==> src/shared/irq_flags_pkg.sv <==
// constants, types and carriers for the peripheral interrupt flag block
// =====================================================================
// Function
// - flags set regardless of any enable
// - requests need the peripheral group enable
// - enable register two bit layout
// - enables read write, zero at reset
// - flag register one layout, bit7 zero
// - conversion flag sticky until written zero
// - receive flag read-only, mirrors buffer full
// - transmit flag read-only, mirrors buffer empty
// - sync port flag on transfer complete
// - master sequence completion sets sync flag
// - idle start/stop in multi-master sets flag
// - capture sets capture/compare flag
// - compare match sets flag, pwm unused
// - timer two match flag sticky
// - timer one overflow flag sticky
// - flag register two mirrors enable layout
// - oscillator fail after switch sets flag
// - comparator output change sets flag
// - nonvolatile write done sets flag
// - bus collision in master mode sets flag
// - low-power wake-up sets sticky flag
package irq_flags_pkg;

  // =====================================================================
  // register map
  localparam int ADDR_W = 2;
  localparam logic [1:0] OFS_ENABLE_2 = 2'h0;
  localparam logic [1:0] OFS_FLAGS_1 = 2'h1;
  localparam logic [1:0] OFS_FLAGS_2 = 2'h2;
  localparam logic [7:0] RST_ENABLE_2 = 8'h00;
  localparam logic [7:0] RST_FLAGS = 8'h00;

  // =====================================================================
  // field positions
  localparam int F1_CONV = 6;
  localparam int F1_RX = 5;
  localparam int F1_TX = 4;
  localparam int F1_SYNC = 3;
  localparam int F1_CC1 = 2;
  localparam int F1_T2 = 1;
  localparam int F1_T1 = 0;
  localparam int F2_OSC = 7;
  localparam int F2_CMP2 = 6;
  localparam int F2_CMP1 = 5;
  localparam int F2_NV = 4;
  localparam int F2_BCOL = 3;
  localparam int F2_WAKE = 2;
  localparam int F2_CC2 = 0;
  localparam logic [7:0] IMPL_1 = 8'h7F;
  localparam logic [7:0] RO_1 = 8'h30;
  localparam logic [7:0] IMPL_2 = 8'hFD;
  localparam logic [7:0] RO_2 = 8'h00;

  // =====================================================================
  // modes
  typedef enum logic [1:0] {SYNC_SPI, SYNC_I2C_SLAVE, SYNC_I2C_MASTER} sync_mode_t;
  typedef enum logic [1:0] {CC_OFF, CC_CAPTURE, CC_COMPARE, CC_PWM} capcmp_mode_t;

  // =====================================================================
  // carriers
  typedef struct packed {
    logic we;
    logic re;
    logic [ADDR_W-1:0] addr;
    logic [7:0] wdata;
  } reg_req_t;

  typedef struct packed {
    logic conv_done;
    logic rx_full;
    logic tx_empty;
    logic sync_xfer_done;
    logic sync_seq_done;
    logic sync_bus_start;
    logic sync_bus_stop;
    logic sync_idle;
    logic multi_master;
    logic bus_collision;
    logic cc1_capture;
    logic cc1_match;
    logic cc2_capture;
    logic cc2_match;
    logic timer_two_match;
    logic timer_one_overflow;
    logic osc_failed;
    logic clk_on_internal;
    logic comparator_one_output;
    logic comparator_two_output;
    logic nv_write_done;
    logic wake_event;
  } periph_events_t;

  typedef struct packed {
    logic [7:0] q;
  } flag_state_t;

  typedef struct packed {
    logic [7:0] rd_data;
    logic irq;
    logic [7:0] enable2;
    logic cmp1_prev;
    logic cmp2_prev;
    logic osc_prev;
  } ctrl_state_t;

endpackage

==> src/rtl/flag_bank.sv <==
// one 8-bit request flag register with sticky set, software write and mirrored bits
module flag_bank #(
  parameter logic [7:0] IMPL = 8'hFF,
  parameter logic [7:0] RO = 8'h00
) (
  input wire logic clk,
  input wire logic rst_n,
  input wire logic [7:0] set,
  input wire logic [7:0] level,
  input wire logic wr,
  input wire logic [7:0] wr_data,
  output logic [7:0] flags
);

  irq_flags_pkg::flag_state_t st_q;
  irq_flags_pkg::flag_state_t st_d;

  // =====================================================================
  // next state
  always_comb begin
    st_d = st_q;
    if (wr) begin
      st_d.q = wr_data;
    end
    // event beats a clearing write in the same cycle
    st_d.q = st_d.q | set;
    // read-only bits just follow their source
    st_d.q = (st_d.q & ~RO) | (level & RO);
    // unimplemented bits stay zero
    st_d.q = st_d.q & IMPL;
  end

  always_ff @(posedge clk) begin
    if (!rst_n) begin
      st_q <= '{q: irq_flags_pkg::RST_FLAGS};
    end else begin
      st_q <= st_d;
    end
  end

  assign flags = st_q.q;

endmodule

==> src/rtl/periph_irq_flags.sv <==
// peripheral interrupt enable and request flag registers with request output
module periph_irq_flags (
  input wire logic clk,
  input wire logic rst_n,
  input wire irq_flags_pkg::reg_req_t req,
  output logic [7:0] rd_data,
  input wire irq_flags_pkg::periph_events_t ev,
  input wire irq_flags_pkg::sync_mode_t sync_mode,
  input wire irq_flags_pkg::capcmp_mode_t cc1_mode,
  input wire irq_flags_pkg::capcmp_mode_t cc2_mode,
  input wire logic [7:0] enable1,
  input wire logic periph_group_enable,
  input wire logic global_irq_enable,
  output logic periph_irq
);

  irq_flags_pkg::ctrl_state_t st_q;
  irq_flags_pkg::ctrl_state_t st_d;

  logic [7:0] flags1;
  logic [7:0] flags2;
  logic [7:0] set1;
  logic [7:0] set2;
  logic [7:0] lvl1;
  logic wr_f1;
  logic wr_f2;

  // =====================================================================
  // qualified event sources
  logic sync_set;
  logic bcol_set;
  logic cc1_set;
  logic cc2_set;
  logic cmp1_set;
  logic cmp2_set;
  logic osc_now;
  logic osc_set;
  logic is_master;

  assign is_master = (sync_mode == irq_flags_pkg::SYNC_I2C_MASTER);

  // sync port: transfer complete in any mode
  always_comb begin
    sync_set = ev.sync_xfer_done;
    // master-initiated start, stop, restart or ack done
    if (is_master && ev.sync_seq_done) begin
      sync_set = 1'b1;
    end
    // foreign start/stop seen while idle, multi-master only
    if (ev.multi_master && ev.sync_idle && (ev.sync_bus_start || ev.sync_bus_stop)) begin
      if (sync_mode != irq_flags_pkg::SYNC_SPI) begin
        sync_set = 1'b1;
      end
    end
  end

  // collision only matters when we drive the bus as master
  assign bcol_set = is_master & ev.bus_collision;

  // capture/compare unit one
  always_comb begin
    case (cc1_mode)
      irq_flags_pkg::CC_CAPTURE: cc1_set = ev.cc1_capture;
      irq_flags_pkg::CC_COMPARE: cc1_set = ev.cc1_match;
      irq_flags_pkg::CC_PWM: cc1_set = 1'b0;
      irq_flags_pkg::CC_OFF: cc1_set = 1'b0;
      default: cc1_set = 1'b0;
    endcase
  end

  // capture/compare unit two
  always_comb begin
    case (cc2_mode)
      irq_flags_pkg::CC_CAPTURE: cc2_set = ev.cc2_capture;
      irq_flags_pkg::CC_COMPARE: cc2_set = ev.cc2_match;
      irq_flags_pkg::CC_PWM: cc2_set = 1'b0;
      irq_flags_pkg::CC_OFF: cc2_set = 1'b0;
      default: cc2_set = 1'b0;
    endcase
  end

  // any toggle of a comparator output, either direction
  assign cmp1_set = ev.comparator_one_output ^ st_q.cmp1_prev;
  assign cmp2_set = ev.comparator_two_output ^ st_q.cmp2_prev;

  // flag once the failure has been followed by the clock switch
  assign osc_now = ev.osc_failed & ev.clk_on_internal;
  assign osc_set = osc_now & ~st_q.osc_prev;

  // =====================================================================
  // set vectors, laid out as the flag registers
  always_comb begin
    set1 = 8'h00;
    set1[irq_flags_pkg::F1_CONV] = ev.conv_done;
    set1[irq_flags_pkg::F1_SYNC] = sync_set;
    set1[irq_flags_pkg::F1_CC1] = cc1_set;
    set1[irq_flags_pkg::F1_T2] = ev.timer_two_match;
    set1[irq_flags_pkg::F1_T1] = ev.timer_one_overflow;
  end

  always_comb begin
    lvl1 = 8'h00;
    lvl1[irq_flags_pkg::F1_RX] = ev.rx_full;
    lvl1[irq_flags_pkg::F1_TX] = ev.tx_empty;
  end

  always_comb begin
    set2 = 8'h00;
    set2[irq_flags_pkg::F2_OSC] = osc_set;
    set2[irq_flags_pkg::F2_CMP2] = cmp2_set;
    set2[irq_flags_pkg::F2_CMP1] = cmp1_set;
    set2[irq_flags_pkg::F2_NV] = ev.nv_write_done;
    set2[irq_flags_pkg::F2_BCOL] = bcol_set;
    set2[irq_flags_pkg::F2_WAKE] = ev.wake_event;
    set2[irq_flags_pkg::F2_CC2] = cc2_set;
  end

  // =====================================================================
  // register writes
  assign wr_f1 = req.we && (req.addr == irq_flags_pkg::OFS_FLAGS_1);
  assign wr_f2 = req.we && (req.addr == irq_flags_pkg::OFS_FLAGS_2);

  // sticky flags set whatever the enables say
  flag_bank #(
    .IMPL(irq_flags_pkg::IMPL_1),
    .RO(irq_flags_pkg::RO_1)
  ) u_flags1 (
    .clk(clk),
    .rst_n(rst_n),
    .set(set1),
    .level(lvl1),
    .wr(wr_f1),
    .wr_data(req.wdata),
    .flags(flags1)
  );

  // same bit positions as enable register two
  flag_bank #(
    .IMPL(irq_flags_pkg::IMPL_2),
    .RO(irq_flags_pkg::RO_2)
  ) u_flags2 (
    .clk(clk),
    .rst_n(rst_n),
    .set(set2),
    .level(8'h00),
    .wr(wr_f2),
    .wr_data(req.wdata),
    .flags(flags2)
  );

  // =====================================================================
  // control state
  logic pend1;
  logic pend2;

  // enable-one bit positions match flag register one
  assign pend1 = |(flags1 & enable1 & irq_flags_pkg::IMPL_1);
  assign pend2 = |(flags2 & st_q.enable2);

  always_comb begin
    st_d = st_q;
    st_d.cmp1_prev = ev.comparator_one_output;
    st_d.cmp2_prev = ev.comparator_two_output;
    st_d.osc_prev = osc_now;
    // enables are plain storage, bit 1 held at zero
    if (req.we && (req.addr == irq_flags_pkg::OFS_ENABLE_2)) begin
      st_d.enable2 = req.wdata & irq_flags_pkg::IMPL_2;
    end
    // read data valid only in the cycle after the strobe
    st_d.rd_data = 8'h00;
    if (req.re) begin
      case (req.addr)
        irq_flags_pkg::OFS_ENABLE_2: st_d.rd_data = st_q.enable2;
        irq_flags_pkg::OFS_FLAGS_1: st_d.rd_data = flags1;
        irq_flags_pkg::OFS_FLAGS_2: st_d.rd_data = flags2;
        default: st_d.rd_data = 8'h00;
      endcase
    end
    // both gates from the core must be open
    st_d.irq = global_irq_enable & periph_group_enable & (pend1 | pend2);
  end

  // comparator history loads zero at reset; a high output then
  // raises its flag on the first clock, which matches a power-up edge
  always_ff @(posedge clk) begin
    if (!rst_n) begin
      st_q <= '{
        rd_data: 8'h00,
        irq: 1'b0,
        enable2: irq_flags_pkg::RST_ENABLE_2,
        cmp1_prev: 1'b0,
        cmp2_prev: 1'b0,
        osc_prev: 1'b0
      };
    end else begin
      st_q <= st_d;
    end
  end

  assign rd_data = st_q.rd_data;
  assign periph_irq = st_q.irq;

endmodule

==> config.mk <==
export PLATFORM = sky130hd
export DESIGN_NAME = periph_irq_flags
export DESIGN_NICKNAME = d
export VERILOG_FILES = /design/src/shared/irq_flags_pkg.sv /design/src/rtl/flag_bank.sv /design/src/rtl/periph_irq_flags.sv
export SDC_FILE = /design/constraint.sdc
export NUM_CORES = 1
export LEC_CHECK = 0
export BUFFER_PORTS_ARGS = -buffer_cell sky130_fd_sc_hd__buf_2
export CAP_MARGIN = 40
export CORE_ASPECT_RATIO = 0.5
export CORE_MARGIN = 2
export CORE_UTILIZATION = 40
export DETAILED_ROUTE_END_ITERATION = 6
export PLACE_DENSITY = 0.7
export SETUP_SLACK_MARGIN = 0.02
export SYNTH_ARGS = -nofsm -noshare
export SYNTH_HDL_FRONTEND = slang
export SYNTH_HIERARCHICAL = 1
export SYNTH_SLANG_ARGS = --single-unit
==> constraint.sdc <==
create_clock -name clk -period 1.5 [get_ports clk]
set_clock_uncertainty 0.15 [all_clocks]
set_input_delay 0.375 -clock clk [delete_from_list [all_inputs] [get_ports clk]]
set_output_delay 0.375 -clock clk [all_outputs]
set_load 0.1 [all_outputs]
; ---- Word level (Yosys, flattened, before mapping)
; Cells that the tools add are included.
; W data, S select, Z words.
[classes]
bitwise = 14
n_reduce_logical = 16
add_sub_neg = 0
eq_ne = 9
magnitude_cmp = 0
n_div = 0
shift = 0
multipliers = 0
mux = 8
[op_table]
columns = cell, count
row1 = $pmux W8 S3, 1
row2 = $eq A2 B2 Y1 const B, 6
row3 = $and A8 B8 Y8, 1
row4 = $mux W8, 1
row5 = $or A8 B8 Y8, 1
row6 = $reduce_or A8 Y1, 1
row7 = $and A7 B7 Y7, 1
row8 = $mux W7, 1
row9 = $or A7 B6 Y7, 1
row10 = $or A7 B7 Y7, 1
row11 = $reduce_or A7 Y1, 1
row12 = $eq A2 B1 Y1 const B, 3
row13 = $logic_and A1 B1 Y1, 6
row14 = $logic_not A2 Y1, 3
row15 = $pmux W1 S3, 2
row16 = $and A1 B1 Y1, 5
row17 = $reduce_or A2 Y1, 2
row18 = $mux W1, 3
row19 = $reduce_and A2 Y1, 1
row20 = $reduce_bool A2 Y1, 1
row21 = $xor A1 B1 Y1, 2
row22 = $logic_or A1 B1 Y1, 1
row23 = $not A1 Y1, 1
row24 = $or A1 B1 Y1, 1
[totals]
latch_bits = 0
mem_count = 0
mem_bits_ro = 0
mem_bits_rw = 0
ff_bits = 34
output_inout_bits = 9
elab_cells = 56

; ---- Depth between registers and ports, before layout
[logic_depth]
depth_word = 7
depth_mapped = 6
depth_no_buf = 5

; ---- Cells and area by module
; The synthesis kept the hierarchy.
[modules_own_cells]
columns = module, area_per_inst_um2, instances, cells_each, seq_area_each_um2
row1 = periph_irq_flags, 998.5, 1, 117, 380.4
row2 = flag_bank (u_flags2), 320.3, 1, 24, 140.1
row3 = flag_bank (u_flags1), 257.7, 1, 21, 140.1

; ---- Worst setup path before layout
; OpenSTA, ideal clock, no wires.
[synth_timing]
path_kind = input port to flip-flop
startpoint = input port req[9] in the netlist's numbering
endpoint = register u_flags1.st_q, in the netlist u_flags1/flags[0]
t_arrival_ns = 1.295
setup_ns = 0.115
path_slack_ns = -0.060
stages = 4
required_time_ns = 1.235
cell_sequence = buf_6 and3b_1 mux2_2 o21a_1
[synth_between]
elab_chain_len = 5
[synth_lines]
columns = item, line_no
row1 = "start, declared", periph_irq_flags.sv:5  ; input wire irq_flags_pkg::reg_req_t req,
row2 = $eq A2 B1 Y1, periph_irq_flags.sv:120  ; assign wr_f1 = req.we && (req.addr == irq_flags_pkg::OFS_FLAGS_1);
row3 = $logic_and A1 B1 Y1, periph_irq_flags.sv:120
row4 = net wr_f1, periph_irq_flags.sv:25  ; logic wr_f1;
row5 = $mux W7, flag_bank.sv:22  ; if (wr) begin
row6 = $or A7 B7 Y7, flag_bank.sv:26  ; st_d.q = st_d.q | set;
row7 = $or A7 B6 Y7, flag_bank.sv:28  ; st_d.q = (st_d.q & ~RO) | (level & RO);
row8 = "end signal, assigned", flag_bank.sv:35  ; st_q <= '{q: irq_flags_pkg::RST_FLAGS};
row9 = "end signal, assigned", flag_bank.sv:37  ; st_q <= st_d;
row10 = "end, declared", flag_bank.sv:15  ; irq_flags_pkg::flag_state_t st_q;
; The timed path passes the listed nets, and every way through them passes these cells.
; A chain may end at the register's enable or synchronous reset.

; ---- Worst setup path after layout
[layout_timing]
startpoint = input port req[9] in the netlist's numbering
endpoint = register u_flags2.st_q, in the netlist u_flags2/flags[0]
[layout_between]
elab_chain_len = 4
[layout_lines]
columns = item, line_no
row1 = $eq A2 B2 Y1, periph_irq_flags.sv:121  ; assign wr_f2 = req.we && (req.addr == irq_flags_pkg::OFS_FLAGS_2);
row2 = $logic_and A1 B1 Y1, periph_irq_flags.sv:121
row3 = net wr_f2, periph_irq_flags.sv:26  ; logic wr_f2;
row4 = $mux W8, flag_bank.sv:22
row5 = $or A8 B8 Y8, flag_bank.sv:26
row6 = "end signal, assigned", flag_bank.sv:35
row7 = "end signal, assigned", flag_bank.sv:37
row8 = "end, declared", flag_bank.sv:15
; The timed path passes the listed nets, and every way through them passes these cells.

==> run_results.csv <==
group,metric,value,unit
cts,cts_sinks,33,
logic_synthesis,ys_warn_count,6,
critical_path,crit_buf_inv,2,
critical_path,required,1.52,ns
power_and_ir_drop,power.switching,495,uW
sta,whs,0.153,ns
floorplanning,placementRows,16,
power_and_ir_drop,p_leak,0.976,nW
sta,hold_viol_final,0,
cts,cts_max_level,2,
floorplanning,io_pins,61,
placement,place.gp.congestion,0.819,
grt,grt_pass1_wl,5240,um
critical_path,start_kind,"input port",
sta,setup_slack,0.131,ns
cts,cts_tree,"done",
critical_path,cp_slowest_cell,"mux2_4",
floorplanning,die_y,48.3,um
detailed_routing,drtAntennaViolNets,0,
layout,utilization,0.563,
grt,grt_util_all_layers,0.150,
cts,cts_hold_buf,0,
critical_path,crit_chain,"buf_2 -> nand2_2 -> nor2_1 -> buf_4 -> mux2_4 -> o21a_1",
grt,busiest_layer,"met2",
placement,io_buffers,59,
worst_hold_path,hold_depth,2,
sta,finalSetupViolCount,0,
grt,grt_max_degree,19,
critical_path,cp_num_cells,6,
detailed_routing,drtIter0Drc,63,
power_and_ir_drop,p_total,2.02,mW
outcome,status,"complete, no violations",
floorplanning,die_area,4480,um^2
logic_synthesis,netlist_area,1570,um^2
floorplanning,die_width,92.7,um
sta,drv_slew,0,
detailed_routing,vias,1271,
critical_path,r2r-end,"periph_irq",
power_and_ir_drop,peakVddDrop,0.353,mV
grt,grt_util_met1,0.203,
grt,grt_pass1_vias,1141,
worst_hold_path,hp-class,"input port to flip-flop",
grt,antenna_found_initial,0,
power_and_ir_drop,power.density,936,nW/um^2
grt,overflow,0,
logic_synthesis,synthCells,161,
critical_path,worstSetupPathType,"input port to flip-flop",
sta,period_share,0.913,
critical_path,crit_path_max_incr_delay,0.30,ns
power_and_ir_drop,p_int,1.53,mW
cts,cts_root_buffer,"clkbuf_8",
cts,clock_path_buffers,2,
detailed_routing,route.detailed.drc,0,
detailed_routing,drt-pass1-iter-count,4,
sta,finalCriticalPeriod,1.37,ns
cts,cts_resized,0,
critical_path,reg2reg_setup_slack,0.24,ns
critical_path,worst-path-max-fanout,4,
critical_path,path_delay_family,"buffers and inverters",
critical_path,cp.arrival,1.39,ns
cts,cts.clk_slew.worst_paths,0.06,ns
cts,clock_latency,0.27,ns
power_and_ir_drop,swShare,0.244,
detailed_routing,viasPerCell,4.54,
power_and_ir_drop,p_clk_frac,0.352,
cts,numCtsBuffers,5,
floorplanning,coreArea,3840,um^2
job,maxCapViolations,0,
power_and_ir_drop,p_comb_frac,0.174,
floorplanning,start_util,0.409,
grt,gr-usage-met2,0.240,
cts,post_cts.repair.setup_buffers,0,
detailed_routing,routed_wl,3260,um
critical_path,r2r-start,"u_flags2/flags[3]",
logic_synthesis,syn-num-nets,213,
power_and_ir_drop,power.share.sequential,0.474,
logic_synthesis,synth.avg_cell_area,9.77,um^2
critical_path,setup.worst_path.start,"req[9]",
layout,nets,277,
placement,dp_slack,-0.145,ns
grt,use_met3,0.0467,
layout,n_antenna_cell,0,
layout,area_delta_synth_final,37.5,%
critical_path,cp-end-kind,"flip-flop",
critical_path,r2r_cells,4,
placement,dp_hpwl,2650,um
detailed_routing,routedWlPerCell,11.6,um
worst_hold_path,worst_hold_startpoint,"ev[0]",
worst_hold_path,hold_end,"u_flags2/flags[2]",
layout,layout-drive-gt1-share,0.425,
sta,rsz0062_at_grt,"false",
sta,fmax,730,MHz
-- cells in the final DEF, fill, tap and decap left out, drive strengths merged --
master and n:
a22oi 4, a21oi 8, xor2 2, o21ai 5
nor2 17, mux2 12, conb 2, nand2 9
a22o 1, and3 3, a221oi 2, inv 1
nand3b 2, clkbuf 7, nand2b 1, o21a 12
buf 73, mux2i 14, nand3 2, and2 4
clkinv 1, o211ai 1, and3b 1, nor3b 1
dfxtp 33, nor2b 8
-- power by group through the flow --
stage | Clock, mW | Combinational, mW | Sequential [mW]
after global placement | 0 | 0.346 | 0.976
after CTS | 0.733 | 0.355 | 0.958
after detailed placement | 0 | 0.354 | 0.978
final | 0.713 | 0.353 | 0.959
after floorplan | 0 | 0.213 | 0.973
after global routing | 0.776 | 0.385 | 0.962
-- sequential cells by signal (all words and copies together), names as in the netlist --
name	cells
periph_irq	1
u_flags2/flags	7
u_flags1/flags	7
rd_data	8
st_q	10
-- layer usage --
layer  vias up  part of all wire
li1        668                 -
met1       573              0.47
met2        30              0.48
met3         0             0.044
met4         0                 0
met5         -                 0
-- worst max path at each step --
stage / endpoint / slack, ns
detailed placement: st_q[7] / -0.14
finish: u_flags2/flags[0] / 0.13
global route: u_flags2/flags[0] / 0.05
floorplan: u_flags1/flags[0] / -0.02
global placement: u_flags2/flags[3] / -0.13
CTS: u_flags2/flags[0] / 0.13
-- through the flow --
step | cell area [um^2] | setup TNS (ns) | cells
after floorplan | 1590 | -0.116 | 161
after detailed placement | 2060 | -2.14 | 272
after CTS | 2160 | 0 | 280
after global routing | 2160 | 0 | 280
after global placement | 2060 | -1.96 | 272
final | 2160 | 0 | 280
-- layout make-up --
type	count	area, um^2
Clock buffer	7	96.3
Clock inverter	1	5.00
Fill cell	362	1680
Inverter	1	3.75
Multi-Input combinational cell	111	793
Sequential cell	33	661
Tap cell	54	67.6
Timing Repair Buffer	73	536
Note: power is estimated with default switching activity, not from simulation.
